### config.mk
export PLATFORM = sky130hd
export DESIGN_NAME = i2cmt_ctrl
export DESIGN_NICKNAME = d
export VERILOG_FILES = /design/src/rtl/i2cmt_pkg.sv /design/src/rtl/i2cmt_ctrl.sv
export SDC_FILE = /design/constraint.sdc
export NUM_CORES = 1
export LEC_CHECK = 0
export ABC_AREA = 1
export BUFFER_PORTS_ARGS = -buffer_cell sky130_fd_sc_hd__buf_4
export CAP_MARGIN = 20
export CORE_MARGIN = 10
export CORE_UTILIZATION = 58
export DETAILED_ROUTE_END_ITERATION = 12
export PLACE_DENSITY = 0.95
export SETUP_SLACK_MARGIN = 0.15
export SYNTH_ARGS = -nofsm -noshare
export SYNTH_HDL_FRONTEND = slang
export SYNTH_SLANG_ARGS = --single-unit
### constraint.sdc
create_clock -name clk_sys_i -period 4 [get_ports clk_sys_i]
set_input_delay 0.2 -clock clk_sys_i [delete_from_list [all_inputs] [get_ports clk_sys_i]]
set_output_delay 0.2 -clock clk_sys_i [all_outputs]
set_load 0.03 [all_outputs]
### src/rtl/i2cmt_pkg.sv
package i2cmt_pkg;

    // Register indices; byte address is four times the index
    localparam logic [15:0] CTRL1_IDX = 16'hf078;
    localparam logic [15:0] CTRL2_IDX = 16'hf079;
    localparam logic [15:0] STAT_IDX  = 16'hf07c;
    localparam logic [15:0] MASK_IDX  = 16'hf07d;
    localparam logic [15:0] HOLD_IDX  = 16'hf07e;

    // Field positions
    localparam int CTRL1_MST_BIT  = 5;
    localparam int CTRL1_TRS_BIT  = 4;
    localparam int CTRL2_BUS_BUSY_FLAG_BIT = 7;
    localparam int CTRL2_SCP_BIT  = 6;
    localparam int STAT_TX_BUFFER_EMPTY_BIT  = 7;
    localparam int STAT_ARBL_BIT  = 2;
    localparam int STAT_STRT_BIT  = 1;
    localparam int STAT_STOP_BIT  = 0;

    // Reset values
    localparam logic [7:0] HOLD_RST  = 8'hff;
    localparam logic [7:0] STAT_RST  = 8'h00;
    localparam logic [7:0] MASK_RST  = 8'h00;
    localparam logic       MODE_RST  = 1'b0;

    // Timing
    localparam int CLK_PERIOD_NS = 20;
    localparam int SCL_HALF_NS   = 2500;
    localparam int SCL_HALF_CYC  = SCL_HALF_NS / CLK_PERIOD_NS;

    // Operating modes as {master_select, transmit_select}
    typedef enum logic [1:0] {
        MODE_SLV_RX = 2'b00,
        MODE_SLV_TX = 2'b01,
        MODE_MST_RX = 2'b10,
        MODE_MST_TX = 2'b11
    } i2cmt_mode_e;

    // Bit engine states
    typedef enum logic [3:0] {
        EN_IDLE      = 4'b0000,
        EN_START     = 4'b0001,
        EN_HOLD      = 4'b0010,
        EN_RS_PREP   = 4'b0011,
        EN_RS_HIGH   = 4'b0100,
        EN_BIT_LOW   = 4'b0101,
        EN_BIT_HIGH  = 4'b0110,
        EN_ACK_LOW   = 4'b0111,
        EN_ACK_HIGH  = 4'b1000,
        EN_STOP_LOW  = 4'b1001,
        EN_STOP_HIGH = 4'b1010,
        EN_STOP_DONE = 4'b1011
    } i2cmt_state_e;

    // Captured AHB address phase
    typedef struct packed {
        logic        valid;
        logic        write;
        logic [15:0] idx;
    } i2cmt_req_s;

    // Open-drain pull requests, one means pull the wire low
    typedef struct packed {
        logic scl;
        logic sda;
    } i2cmt_pull_s;

endpackage

### src/rtl/i2cmt_ctrl.sv
// Operation
// - Holding byte moves into shift register when it is empty in master transmit mode, then shifts out.
// - Holding register accepts a new byte while the shift register is busy.
// - Holding register resets to all ones; all eight bits read and write.
// - Arbitration loss in master mode clears master and transmit select.
// - Master and transmit select pick slave rx, slave tx, master rx, tx.
// - SDA falling while SCL high sets bus busy.
// - SDA rising while SCL high clears bus busy.
// - Master write of busy one, disable zero issues a start.
// - Master write of busy zero, disable zero issues a stop.
// - Condition disable reads one, is not stored, one suppresses issue.
// - Moving the holding byte into the shift register sets buffer empty.
`timescale 1ns/100ps
`default_nettype none

module i2cmt_ctrl #(
    parameter int HALF_CYC = i2cmt_pkg::SCL_HALF_CYC
) (
    // Clock and reset
    input  wire logic        clk_sys_i,
    input  wire logic        reset_n_i,
    // AHB-Lite slave
    input  wire logic        hsel_i,
    input  wire logic [31:0] haddr_i,
    input  wire logic [1:0]  htrans_i,
    input  wire logic        hwrite_i,
    input  wire logic [2:0]  hsize_i,
    input  wire logic [31:0] hwdata_i,
    input  wire logic        hready_i,
    output logic      [31:0] hrdata_o,
    output logic             hreadyout_o,
    output logic             hresp_o,
    // Two-wire bus pins
    input  wire logic        scl_i,
    output logic             scl_o,
    output logic             scl_oe_n_o,
    input  wire logic        sda_i,
    output logic             sda_o,
    output logic             sda_oe_n_o,
    // Status
    output logic      [1:0]  mode_o,
    output logic             irq_o
);

    function automatic logic idx_hit(input logic [31:0] a,
                                     input logic [15:0] idx);
        idx_hit = (a == {14'h0000, idx, 2'b00});
    endfunction

    // Bus slave state
    i2cmt_pkg::i2cmt_req_s req;
    logic [31:0]           rdata;

    // Register state
    logic       master_select;
    logic       transmit_select;
    logic       bus_busy_flag;
    logic [7:0] transmit_holding;
    logic       hold_full;
    logic [7:0] stat;
    logic [7:0] mask;
    logic       start_req;
    logic       stop_req;

    // Pin synchronisers
    logic scl_meta;
    logic scl_s;
    logic scl_d;
    logic sda_meta;
    logic sda_s;
    logic sda_d;

    // Engine state
    i2cmt_pkg::i2cmt_state_e state;
    i2cmt_pkg::i2cmt_state_e next_state;
    logic [15:0]             cnt;
    logic [7:0]              bus_shift_reg;
    logic                    shift_full;
    logic [2:0]              bit_cnt;

    // Bus decode
    wire addr_phase = hsel_i & htrans_i[1] & hready_i;
    wire wr_data    = req.valid & req.write;
    wire wr_ctrl1   = wr_data & (req.idx == i2cmt_pkg::CTRL1_IDX);
    wire wr_ctrl2   = wr_data & (req.idx == i2cmt_pkg::CTRL2_IDX);
    wire wr_stat    = wr_data & (req.idx == i2cmt_pkg::STAT_IDX);
    wire wr_mask    = wr_data & (req.idx == i2cmt_pkg::MASK_IDX);
    wire wr_hold    = wr_data & (req.idx == i2cmt_pkg::HOLD_IDX);
    wire [7:0] wbyte = hwdata_i[7:0];

    // Condition disable is never stored; a written one blocks issue
    wire cond_issue_disable = wbyte[i2cmt_pkg::CTRL2_SCP_BIT];
    wire issue_ok   = wr_ctrl2 & ~cond_issue_disable & master_select;
    wire issue_strt = issue_ok
                      & wbyte[i2cmt_pkg::CTRL2_BUS_BUSY_FLAG_BIT];
    wire issue_stop = issue_ok & ~wbyte[i2cmt_pkg::CTRL2_BUS_BUSY_FLAG_BIT];

    // Read mux
    wire [7:0] ctrl1_rd = {2'b00, master_select, transmit_select, 4'h0};
    wire [7:0] ctrl2_rd = {bus_busy_flag, 1'b1, 6'h00};
    wire [7:0] rd_byte;
    assign rd_byte =
        idx_hit(haddr_i, i2cmt_pkg::CTRL1_IDX) ? ctrl1_rd :
        idx_hit(haddr_i, i2cmt_pkg::CTRL2_IDX) ? ctrl2_rd :
        idx_hit(haddr_i, i2cmt_pkg::STAT_IDX)  ? stat :
        idx_hit(haddr_i, i2cmt_pkg::MASK_IDX)  ? mask :
        idx_hit(haddr_i, i2cmt_pkg::HOLD_IDX)  ? transmit_holding :
        8'h00;

    // Bus conditions seen on the synchronised wires
    wire cond_start = scl_s & scl_d & sda_d & ~sda_s;
    wire cond_stop  = scl_s & scl_d & ~sda_d & sda_s;

    // Engine control
    wire half_done = (cnt == 16'(HALF_CYC - 1));
    wire cur_bit   = bus_shift_reg[7];
    wire in_master = master_select & transmit_select;
    wire arb_lost  = (state == i2cmt_pkg::EN_BIT_HIGH) & cur_bit & scl_s
                     & ~sda_s & master_select;
    // Load only with room in the shift register, so a byte may wait
    wire load_shift = hold_full & ~shift_full & in_master;
    wire take_start = start_req & (state == i2cmt_pkg::EN_IDLE)
                      & ~bus_busy_flag;
    wire shift_done = (state == i2cmt_pkg::EN_ACK_HIGH) & half_done;

    // Status events; set wins over a write-one clear
    wire [7:0] stat_set;
    assign stat_set[i2cmt_pkg::STAT_TX_BUFFER_EMPTY_BIT] =
        load_shift | take_start
        | (wr_ctrl1 & wbyte[i2cmt_pkg::CTRL1_TRS_BIT] & ~transmit_select);
    assign stat_set[6:3] = 4'h0;
    assign stat_set[i2cmt_pkg::STAT_ARBL_BIT] = arb_lost;
    assign stat_set[i2cmt_pkg::STAT_STRT_BIT] = cond_start;
    assign stat_set[i2cmt_pkg::STAT_STOP_BIT] = cond_stop;
    wire [7:0] stat_clr = (wr_stat ? wbyte : 8'h00)
        | (wr_hold ? (8'h01 << i2cmt_pkg::STAT_TX_BUFFER_EMPTY_BIT) : 8'h00);
    wire [7:0] next_stat = (stat & ~stat_clr) | stat_set;

    // Wire pulls from the engine state
    i2cmt_pkg::i2cmt_pull_s next_pull;
    i2cmt_pkg::i2cmt_pull_s pull;

    always_comb begin
        next_state = state;
        next_pull  = '0;
        case (state)
            i2cmt_pkg::EN_IDLE: begin
                if (take_start) begin
                    next_state = i2cmt_pkg::EN_START;
                end
            end
            i2cmt_pkg::EN_START: begin
                next_pull.sda = 1'b1;
                if (half_done) begin
                    next_state = i2cmt_pkg::EN_HOLD;
                end
            end
            i2cmt_pkg::EN_HOLD: begin
                // Master keeps SCL low between bytes
                next_pull.scl = 1'b1;
                next_pull.sda = 1'b1;
                if (shift_full & in_master) begin
                    next_state = i2cmt_pkg::EN_BIT_LOW;
                end else if (stop_req) begin
                    next_state = i2cmt_pkg::EN_STOP_LOW;
                end else if (start_req) begin
                    next_state = i2cmt_pkg::EN_RS_PREP;
                end
            end
            i2cmt_pkg::EN_RS_PREP: begin
                next_pull.scl = 1'b1;
                if (half_done) begin
                    next_state = i2cmt_pkg::EN_RS_HIGH;
                end
            end
            i2cmt_pkg::EN_RS_HIGH: begin
                if (half_done) begin
                    next_state = i2cmt_pkg::EN_START;
                end
            end
            i2cmt_pkg::EN_BIT_LOW: begin
                next_pull.scl = 1'b1;
                next_pull.sda = ~cur_bit;
                if (half_done) begin
                    next_state = i2cmt_pkg::EN_BIT_HIGH;
                end
            end
            i2cmt_pkg::EN_BIT_HIGH: begin
                next_pull.sda = ~cur_bit;
                if (arb_lost) begin
                    next_state = i2cmt_pkg::EN_IDLE;
                    next_pull  = '0;
                end else if (half_done) begin
                    next_state = (bit_cnt == 3'h0) ? i2cmt_pkg::EN_ACK_LOW
                                                   : i2cmt_pkg::EN_BIT_LOW;
                    next_pull.scl = 1'b1;
                end
            end
            i2cmt_pkg::EN_ACK_LOW: begin
                next_pull.scl = 1'b1;
                if (half_done) begin
                    next_state = i2cmt_pkg::EN_ACK_HIGH;
                end
            end
            i2cmt_pkg::EN_ACK_HIGH: begin
                // SDA waits a cycle so it never moves while SCL is high
                if (half_done) begin
                    next_state = i2cmt_pkg::EN_HOLD;
                    next_pull.scl = 1'b1;
                end
            end
            i2cmt_pkg::EN_STOP_LOW: begin
                next_pull.scl = 1'b1;
                next_pull.sda = 1'b1;
                if (half_done) begin
                    next_state = i2cmt_pkg::EN_STOP_HIGH;
                end
            end
            i2cmt_pkg::EN_STOP_HIGH: begin
                next_pull.sda = 1'b1;
                if (half_done) begin
                    next_state = i2cmt_pkg::EN_STOP_DONE;
                end
            end
            i2cmt_pkg::EN_STOP_DONE: begin
                if (half_done) begin
                    next_state = i2cmt_pkg::EN_IDLE;
                end
            end
            default: begin
                next_state = i2cmt_pkg::EN_IDLE;
            end
        endcase
    end

    // Half-period timer; bit and ack high phases count only once SCL is seen high,
    // so a slave stretching the clock is honoured
    wire cnt_run = (state != i2cmt_pkg::EN_IDLE)
                   & (state != i2cmt_pkg::EN_HOLD)
                   & ~(((state == i2cmt_pkg::EN_BIT_HIGH)
                        | (state == i2cmt_pkg::EN_ACK_HIGH)) & ~scl_s);
    wire [15:0] next_cnt = (next_state != state) ? 16'h0000 :
                           cnt_run ? cnt + 16'h0001 : cnt;

    // AHB slave: zero wait states, always OKAY
    always_ff @(posedge clk_sys_i) begin
        if (!reset_n_i) begin
            req   <= '0;
            rdata <= 32'h0000_0000;
        end else begin
            req.valid <= addr_phase;
            req.write <= hwrite_i;
            req.idx   <= haddr_i[17:2];
            rdata     <= {24'h000000, rd_byte};
        end
    end

    // Pin synchronisers
    always_ff @(posedge clk_sys_i) begin
        if (!reset_n_i) begin
            {scl_meta, scl_s, scl_d} <= 3'b111;
            {sda_meta, sda_s, sda_d} <= 3'b111;
        end else begin
            {scl_meta, scl_s, scl_d} <= {scl_i, scl_meta, scl_s};
            {sda_meta, sda_s, sda_d} <= {sda_i, sda_meta, sda_s};
        end
    end

    // Mode bits
    always_ff @(posedge clk_sys_i) begin
        if (!reset_n_i) begin
            master_select   <= i2cmt_pkg::MODE_RST;
            transmit_select <= i2cmt_pkg::MODE_RST;
        end else if (arb_lost) begin
            master_select   <= 1'b0;
            transmit_select <= 1'b0;
        end else if (wr_ctrl1) begin
            master_select   <= wbyte[i2cmt_pkg::CTRL1_MST_BIT];
            transmit_select <= wbyte[i2cmt_pkg::CTRL1_TRS_BIT];
        end
    end

    // Bus busy follows the wire conditions only
    always_ff @(posedge clk_sys_i) begin
        if (!reset_n_i) begin
            bus_busy_flag <= 1'b0;
        end else if (cond_start) begin
            bus_busy_flag <= 1'b1;
        end else if (cond_stop) begin
            bus_busy_flag <= 1'b0;
        end
    end

    // Pending start and stop requests
    always_ff @(posedge clk_sys_i) begin
        if (!reset_n_i || arb_lost) begin
            start_req <= 1'b0;
            stop_req  <= 1'b0;
        end else begin
            start_req <= issue_strt | (start_req
                         & (state != i2cmt_pkg::EN_START));
            stop_req  <= issue_stop | (stop_req
                         & (state != i2cmt_pkg::EN_STOP_LOW));
        end
    end

    // Holding register and shift register
    always_ff @(posedge clk_sys_i) begin
        if (!reset_n_i) begin
            transmit_holding <= i2cmt_pkg::HOLD_RST;
            hold_full        <= 1'b0;
            bus_shift_reg    <= 8'h00;
            shift_full       <= 1'b0;
            bit_cnt          <= 3'h7;
        end else begin
            if (wr_hold) begin
                transmit_holding <= wbyte;
            end
            hold_full <= wr_hold | (hold_full & ~load_shift);
            if (load_shift) begin
                bus_shift_reg <= transmit_holding;
                bit_cnt       <= 3'h7;
                shift_full    <= 1'b1;
            end else if (arb_lost | shift_done) begin
                shift_full    <= 1'b0;
            end else if ((state == i2cmt_pkg::EN_BIT_HIGH) & half_done) begin
                bus_shift_reg <= {bus_shift_reg[6:0], 1'b0};
                bit_cnt       <= bit_cnt - 3'h1;
            end
        end
    end

    // Engine, status and mask
    always_ff @(posedge clk_sys_i) begin
        if (!reset_n_i) begin
            state <= i2cmt_pkg::EN_IDLE;
            cnt   <= 16'h0000;
            pull  <= '0;
            stat  <= i2cmt_pkg::STAT_RST;
            mask  <= i2cmt_pkg::MASK_RST;
        end else begin
            state <= next_state;
            cnt   <= next_cnt;
            pull  <= next_pull;
            stat  <= next_stat;
            if (wr_mask) begin
                mask <= wbyte;
            end
        end
    end

    assign hrdata_o    = rdata;
    assign hreadyout_o = 1'b1;
    assign hresp_o     = 1'b0;
    assign scl_o       = 1'b0;
    assign sda_o       = 1'b0;
    assign scl_oe_n_o  = ~pull.scl;
    assign sda_oe_n_o  = ~pull.sda;
    assign mode_o      = {master_select, transmit_select};
    assign irq_o       = |(stat & mask);

endmodule

`default_nettype wire

-- Word-level counts from Yosys, hierarchy flattened
Cells that the tools add are included.
- bits in registers: 120
- bits of input ports: 76
- add/subtract/negate cells: 2
- equality and inequality tests: 27
- multiplexer cells: 35
- bitwise operators: 64
- reductions and logical operators: 19
- operators with widths (operator ; number):
    $eq 32x18->1 const B ; 5
    $eq 16x16->1 const B ; 5
    $mux 8 ; 10
    $mux 4 ; 14
    $pmux 4 s11 ; 1
    $and 1x1->1 ; 37
    $add 16x1->16 const B ; 1
    $and 8x8->8 ; 2
    $eq 16x7->1 const B ; 1
    $eq 4x3->1 const B ; 4
    $eq 4x4->1 const B ; 4
    $or 8x8->8 ; 2
    $not 1->1 ; 15
    $reduce_or 2->1 ; 5
    $eq 4x2->1 const B ; 2
    $not 8->8 ; 1
    $reduce_or 8->1 ; 1
    $mux 1 ; 7
    $or 1x1->1 ; 7
    $pmux 1 s3 ; 2
    $reduce_bool 2->1 ; 3
    $reduce_or 5->1 ; 1
    $eq 4x1->1 const B ; 1
    $logic_not 4->1 ; 1
    14 further kinds ; 15

-- Longest topological paths before layout
- depth after elaboration: 9
- depth in mapped cells: 15
- depth with buffers taken out: 14

-- Worst setup path after synthesis
Ideal clock, no wire load.
- path kind: register to register
- start: register cnt[0]
- end: register cnt[15]
- arrival: 1.532 ns
- setup slack: 2.349 ns
- cell stages (with the launch flop): 14
- path buffers: 1
- period minus slack after synthesis: 1.651 ns
- cell sequence: dfxtp_1 inv_1 ha_1 nand3_1 nor2_1 nand2_1 nand2_1 nand2_1 nand3_1 nor2_1 nor2_4 nand3_4 buf_8 nor2_2
- longest elaborated chain between the ends: 6
- ends and longest elaborated chain (what ; RTL line ; source):
    start: declaration ; i2cmt_ctrl.sv:76 ; logic [15:0] cnt;
    start signal: assignment ; i2cmt_ctrl.sv:343 ; cnt <= next_cnt;
    $eq 16x7->1 ; i2cmt_ctrl.sv:115 ; wire half_done = (cnt == 16'(HALF_CYC - 1));
    $mux 4 ; i2cmt_ctrl.sv:193 ; end else if (half_done) begin
    $mux 4 ; i2cmt_ctrl.sv:190 ; if (arb_lost) begin
    $pmux 4 s11 ; i2cmt_ctrl.sv:146 ; case (state)
    $ne 4x4->1 ; i2cmt_ctrl.sv:242 ; wire [15:0] next_cnt = (next_state != state) ? 16'h0000 :
    $reduce_or 2->1 (no line) ; -- ;
Several ways; a longest one is shown, not always the timed one.
A chain may end at the register's enable or synchronous reset.

-- Final worst setup path
- start: register req[9] in the netlist's numbering
- end: register mask[3]
- longest elaborated chain between the ends: 2
- ends and longest elaborated chain (what ; RTL line ; source):
    start: declaration ; i2cmt_ctrl.sv:51 ; i2cmt_pkg::i2cmt_req_s req;
    $eq 16x16->1 ; i2cmt_ctrl.sv:87 ; wire wr_mask = wr_data & (req.idx == i2cmt_pkg::MASK_IDX);
    $and 1x1->1 ; i2cmt_ctrl.sv:87 ;
    end signal: assignment ; i2cmt_ctrl.sv:340 ; mask <= i2cmt_pkg::MASK_RST;
    end signal: assignment ; i2cmt_ctrl.sv:347 ; mask <= wbyte;
    end: declaration ; i2cmt_ctrl.sv:61 ; logic [7:0] mask;
Every way passes these cells.

==> summary.txt <==
1st-iter DRT viols -> 308
area grow syn2layout -> 11.52%
kind of critical path -> register to register
Pint -> 1.305 mW
Post-synth top flop -> dfxtp_1
clk buf depth -> 2
FF-to-FF Start -> req[9]$_SDFF_PN0_
share of the cycle needed by the critical path after routing -> 52.99%
largest register by flop count -> req
result of the run -> finished, final reports clean
Final Instance Count excl. Fillers -> 881
fraction of layout cells with a size suffix above 1 -> 15.46%
register clock-pin slew on the reported worst setup and hold paths -> 100 ps
logic gate share of total power -> 7.2%
clk sinks -> 96
total number of yosys warnings -> 0
number of hold violations in the final report -> 0
die extent in y -> 112.8 um
Placer Congestion -> 0.9256
number of port buffers -> 60
Pwr per Cell Area -> 311.2 nW/um^2
worst path required time -> 4290 ps
Post-synth EDFFs -> 0
relative slew slack -> 41.52%
most used cell along the critical path -> nor2_1
highest clock frequency the design can meet -> 0.4717 GHz
clock latency at the later pin of the worst-skew pair -> 360 ps
Slew @ Worst Pin -> 872.5 ps
CP startpoint kind -> register
number of placement rows -> 33
Worst Path Arrival -> 2410 ps
sequential share of power -> 56.1%
cell-by-cell trace of the critical path -> nor2_1 -> nand2_1 -> nor2_1 -> nand3_1 -> nor3_2 -> o21ai_0 -> a21oi_1
number of instances in the synthesized netlist -> 717
DRT Pass-1 Iters -> 5
launching element of the worst setup path -> req[9]$_SDFF_PN0_
Setup violations, final -> 0
via count -> 4571
root buffer selected by CTS -> clkbuf_8
Die Footprint -> 12730 um^2
combined area of all synthesized cells -> 4997 um^2
cell taking the most area after synthesis -> dfxtp_1
most common library cells after synthesis -> nand2_1, dfxtp_1, inv_1, nor2_1, nand3_1
count of cells resized by post-cts repair -> 0
switching power -> 428.6 uW
Placed Cells incl. Taps -> 865
fraction of post-synthesis cell area in the top cell type by area -> 38.46%
dpl ws -> 1836 ps
post-synthesis sequential element count -> 96
depth of the most critical reg-to-reg path -> 7
clock tree from TritonCTS -> yes
largest fanout of any net on the critical path -> 16
r2r setup slk -> 1880 ps
vias in the first global route -> 4433
Die X -> 112.8 um
antenna cells -> 0
uppermost routed layer -> met4
Core Util, Final -> 67.15%
path category of the worst min-delay check -> input pin to register
DRT antenna net count -> 0
crit path capture -> mask[3]$_SDFFE_PN0P_
initial cell density of the core -> 60.21%
Largest regs -> req: 18 flops, cnt: 16 flops
slack of the critical path -> 1880 ps
Clock power frac -> 36.7%
global-route wire length before repair -> 19.63 mm
number of max-slew violations in the final report -> 0
setup repair after global routing missed its margin -> no
DR vias/cell -> 5.188
time the final worst path needs with I/O delays and setup -> 2120 ps
leakage power -> 2.742 nW
aggregate routed wire length -> 11.57 mm
H-tree lvl count -> 3
max incr delay on CP -> 690 ps
switching part of the total -> 24.72%
CTS Hold Bufs -> 0
maximum number of pins on one net before global-route repair -> 48
Max rail drop VDD -> 190.0 uV
DR WL met3 -> 766 um
standard cell with the maximum stage delay on the critical path -> nor3_2
worst reg2reg endpoint -> mask[3]$_SDFFE_PN0P_
biggest area contributors in the synthesized netlist -> dfxtp_1, nand2_1, inv_1, nor2_1, nand3_1
routed wl met2 -> 5.611 mm
global route total overflow -> 0
GRT Overall Usage -> 17.85%
post-route met1 wirelength -> 4.924 mm
Post-CTS Setup Repair Bufs -> 0
CTS Buf Count -> 9
number of remaining DRC errors -> 0
Max Cap Violations -> 0
clk_skew -> 16.79 ps
number of flip-flops in the largest register -> 18
capturing element type of the critical path -> register
Final #Nets -> 851
sequential fraction of the synthesis area -> 38.46%
sum of net half-perimeters after detailed placement -> 8.881 mm
average wire length per cell after detail routing -> 13.13 um
most frequent cell after synthesis -> nand2_1
Core Box Area -> 8299 um^2
Setup TNS -> 0 ps
number of antenna violations at the first check in global routing -> 0
share of async-settable or async-resettable flops after synthesis -> 0%
library cells used by synthesis -> 43
Avg Synthesized Cell Area -> 6.970 um^2
I/O pins -> 117
-- cell families (layout without fill, tap and decap cells) --
kind of cell	Yosys count	after routing	share of synthesized area, %
adders and majority gates	4	4	1.002
and+or+nand+nor	369	369	33.73
buffers and inverters	149	182	14.02
DFF	96	96	38.46
other	2	28	0.1503
AOI/OAI and AO/OA	80	80	9.615
muxes	2	2	0.4006
xor gates and xnor gates	15	15	2.629
-- placed cells by master, fill, tap and decap left out, types with 12 or more instances in the layout --
cell type,synthesis,routed
nor2_2,15,15
nor3_1,12,12
o21ai_0,25,25
xor2_1,13,13
inv_1,95,95
buf_4,30,61
nand2_1,164,164
nand3_1,50,50
nor2_1,85,85
dfxtp_1,96,96
conb_1,2,28
a21oi_1,24,24
nand4_1,16,16
-- routing by layer --
metal	GRT usage [%]	up-vias
met5	0	-
met4	6.345	0
met3	4.807	20
met2	30.49	167
met1	20.98	2051
li1	-	2333
-- cell type report --
cell class                      instances  area, um^2
Fill cell                             673        2726
Timing Repair Buffer                   61       457.9
Sequential cell                        96        1922
Inverter                              105       394.1
Clock inverter                          5       63.81
Multi-Input combinational cell        498        2472
Clock buffer                           11       131.4
Tap cell                              105       131.4
-- worst max-delay path, delay by kind of cell, from the launching register on --
| family | cells | cell delay, ps |
|---|---|---|
| AOI/OAI and AO/OA | 2 | 380 |
| and+or+nand+nor | 5 | 1350 |
| DFF | 1 | 310 |
-- how the worst min path moves through the flow --
stage	start	endpoint	slack [ps]	depth (start not counted)
3_3_place_gp	haddr_i[2]	req[0]$_SDFF_PN0_	390	3
2_1_floorplan	haddr_i[2]	req[0]$_SDFF_PN0_	290	2
5_1_grt	haddr_i[9]	req[7]$_SDFF_PN0_	8	3
3_5_place_dp	haddr_i[12]	req[10]$_SDFF_PN0_	390	3
4_1_cts	hwdata_i[6]	stat[6]$_SDFF_PN0_	7	2
6_report	haddr_i[9]	req[7]$_SDFF_PN0_	20	3
-- power groups by stage --
stage	Combinational (mW)	Sequential (mW)	Clock [mW]
final	0.124	0.973	0.637
after floorplan	0.0964	0.994	0
after CTS	0.123	0.973	0.645
after global routing	0.136	0.975	0.682
after global placement	0.121	0.995	0
after detailed placement	0.122	0.995	0
-- through the flow --
| stage | power (mW) | hold WS, ps | area (um^2) |
|---|---|---|---|
| floorplan | 1.090 | 293.5 | 5095 |
| global placement | 1.116 | 386.6 | 5378 |
| detailed placement | 1.118 | 390.9 | 5378 |
| CTS | 1.741 | 7.298 | 5573 |
| global route | 1.793 | 8.495 | 5573 |
| finish | 1.734 | 21.71 | 5573 |
(Power assumes the default switching activity.)
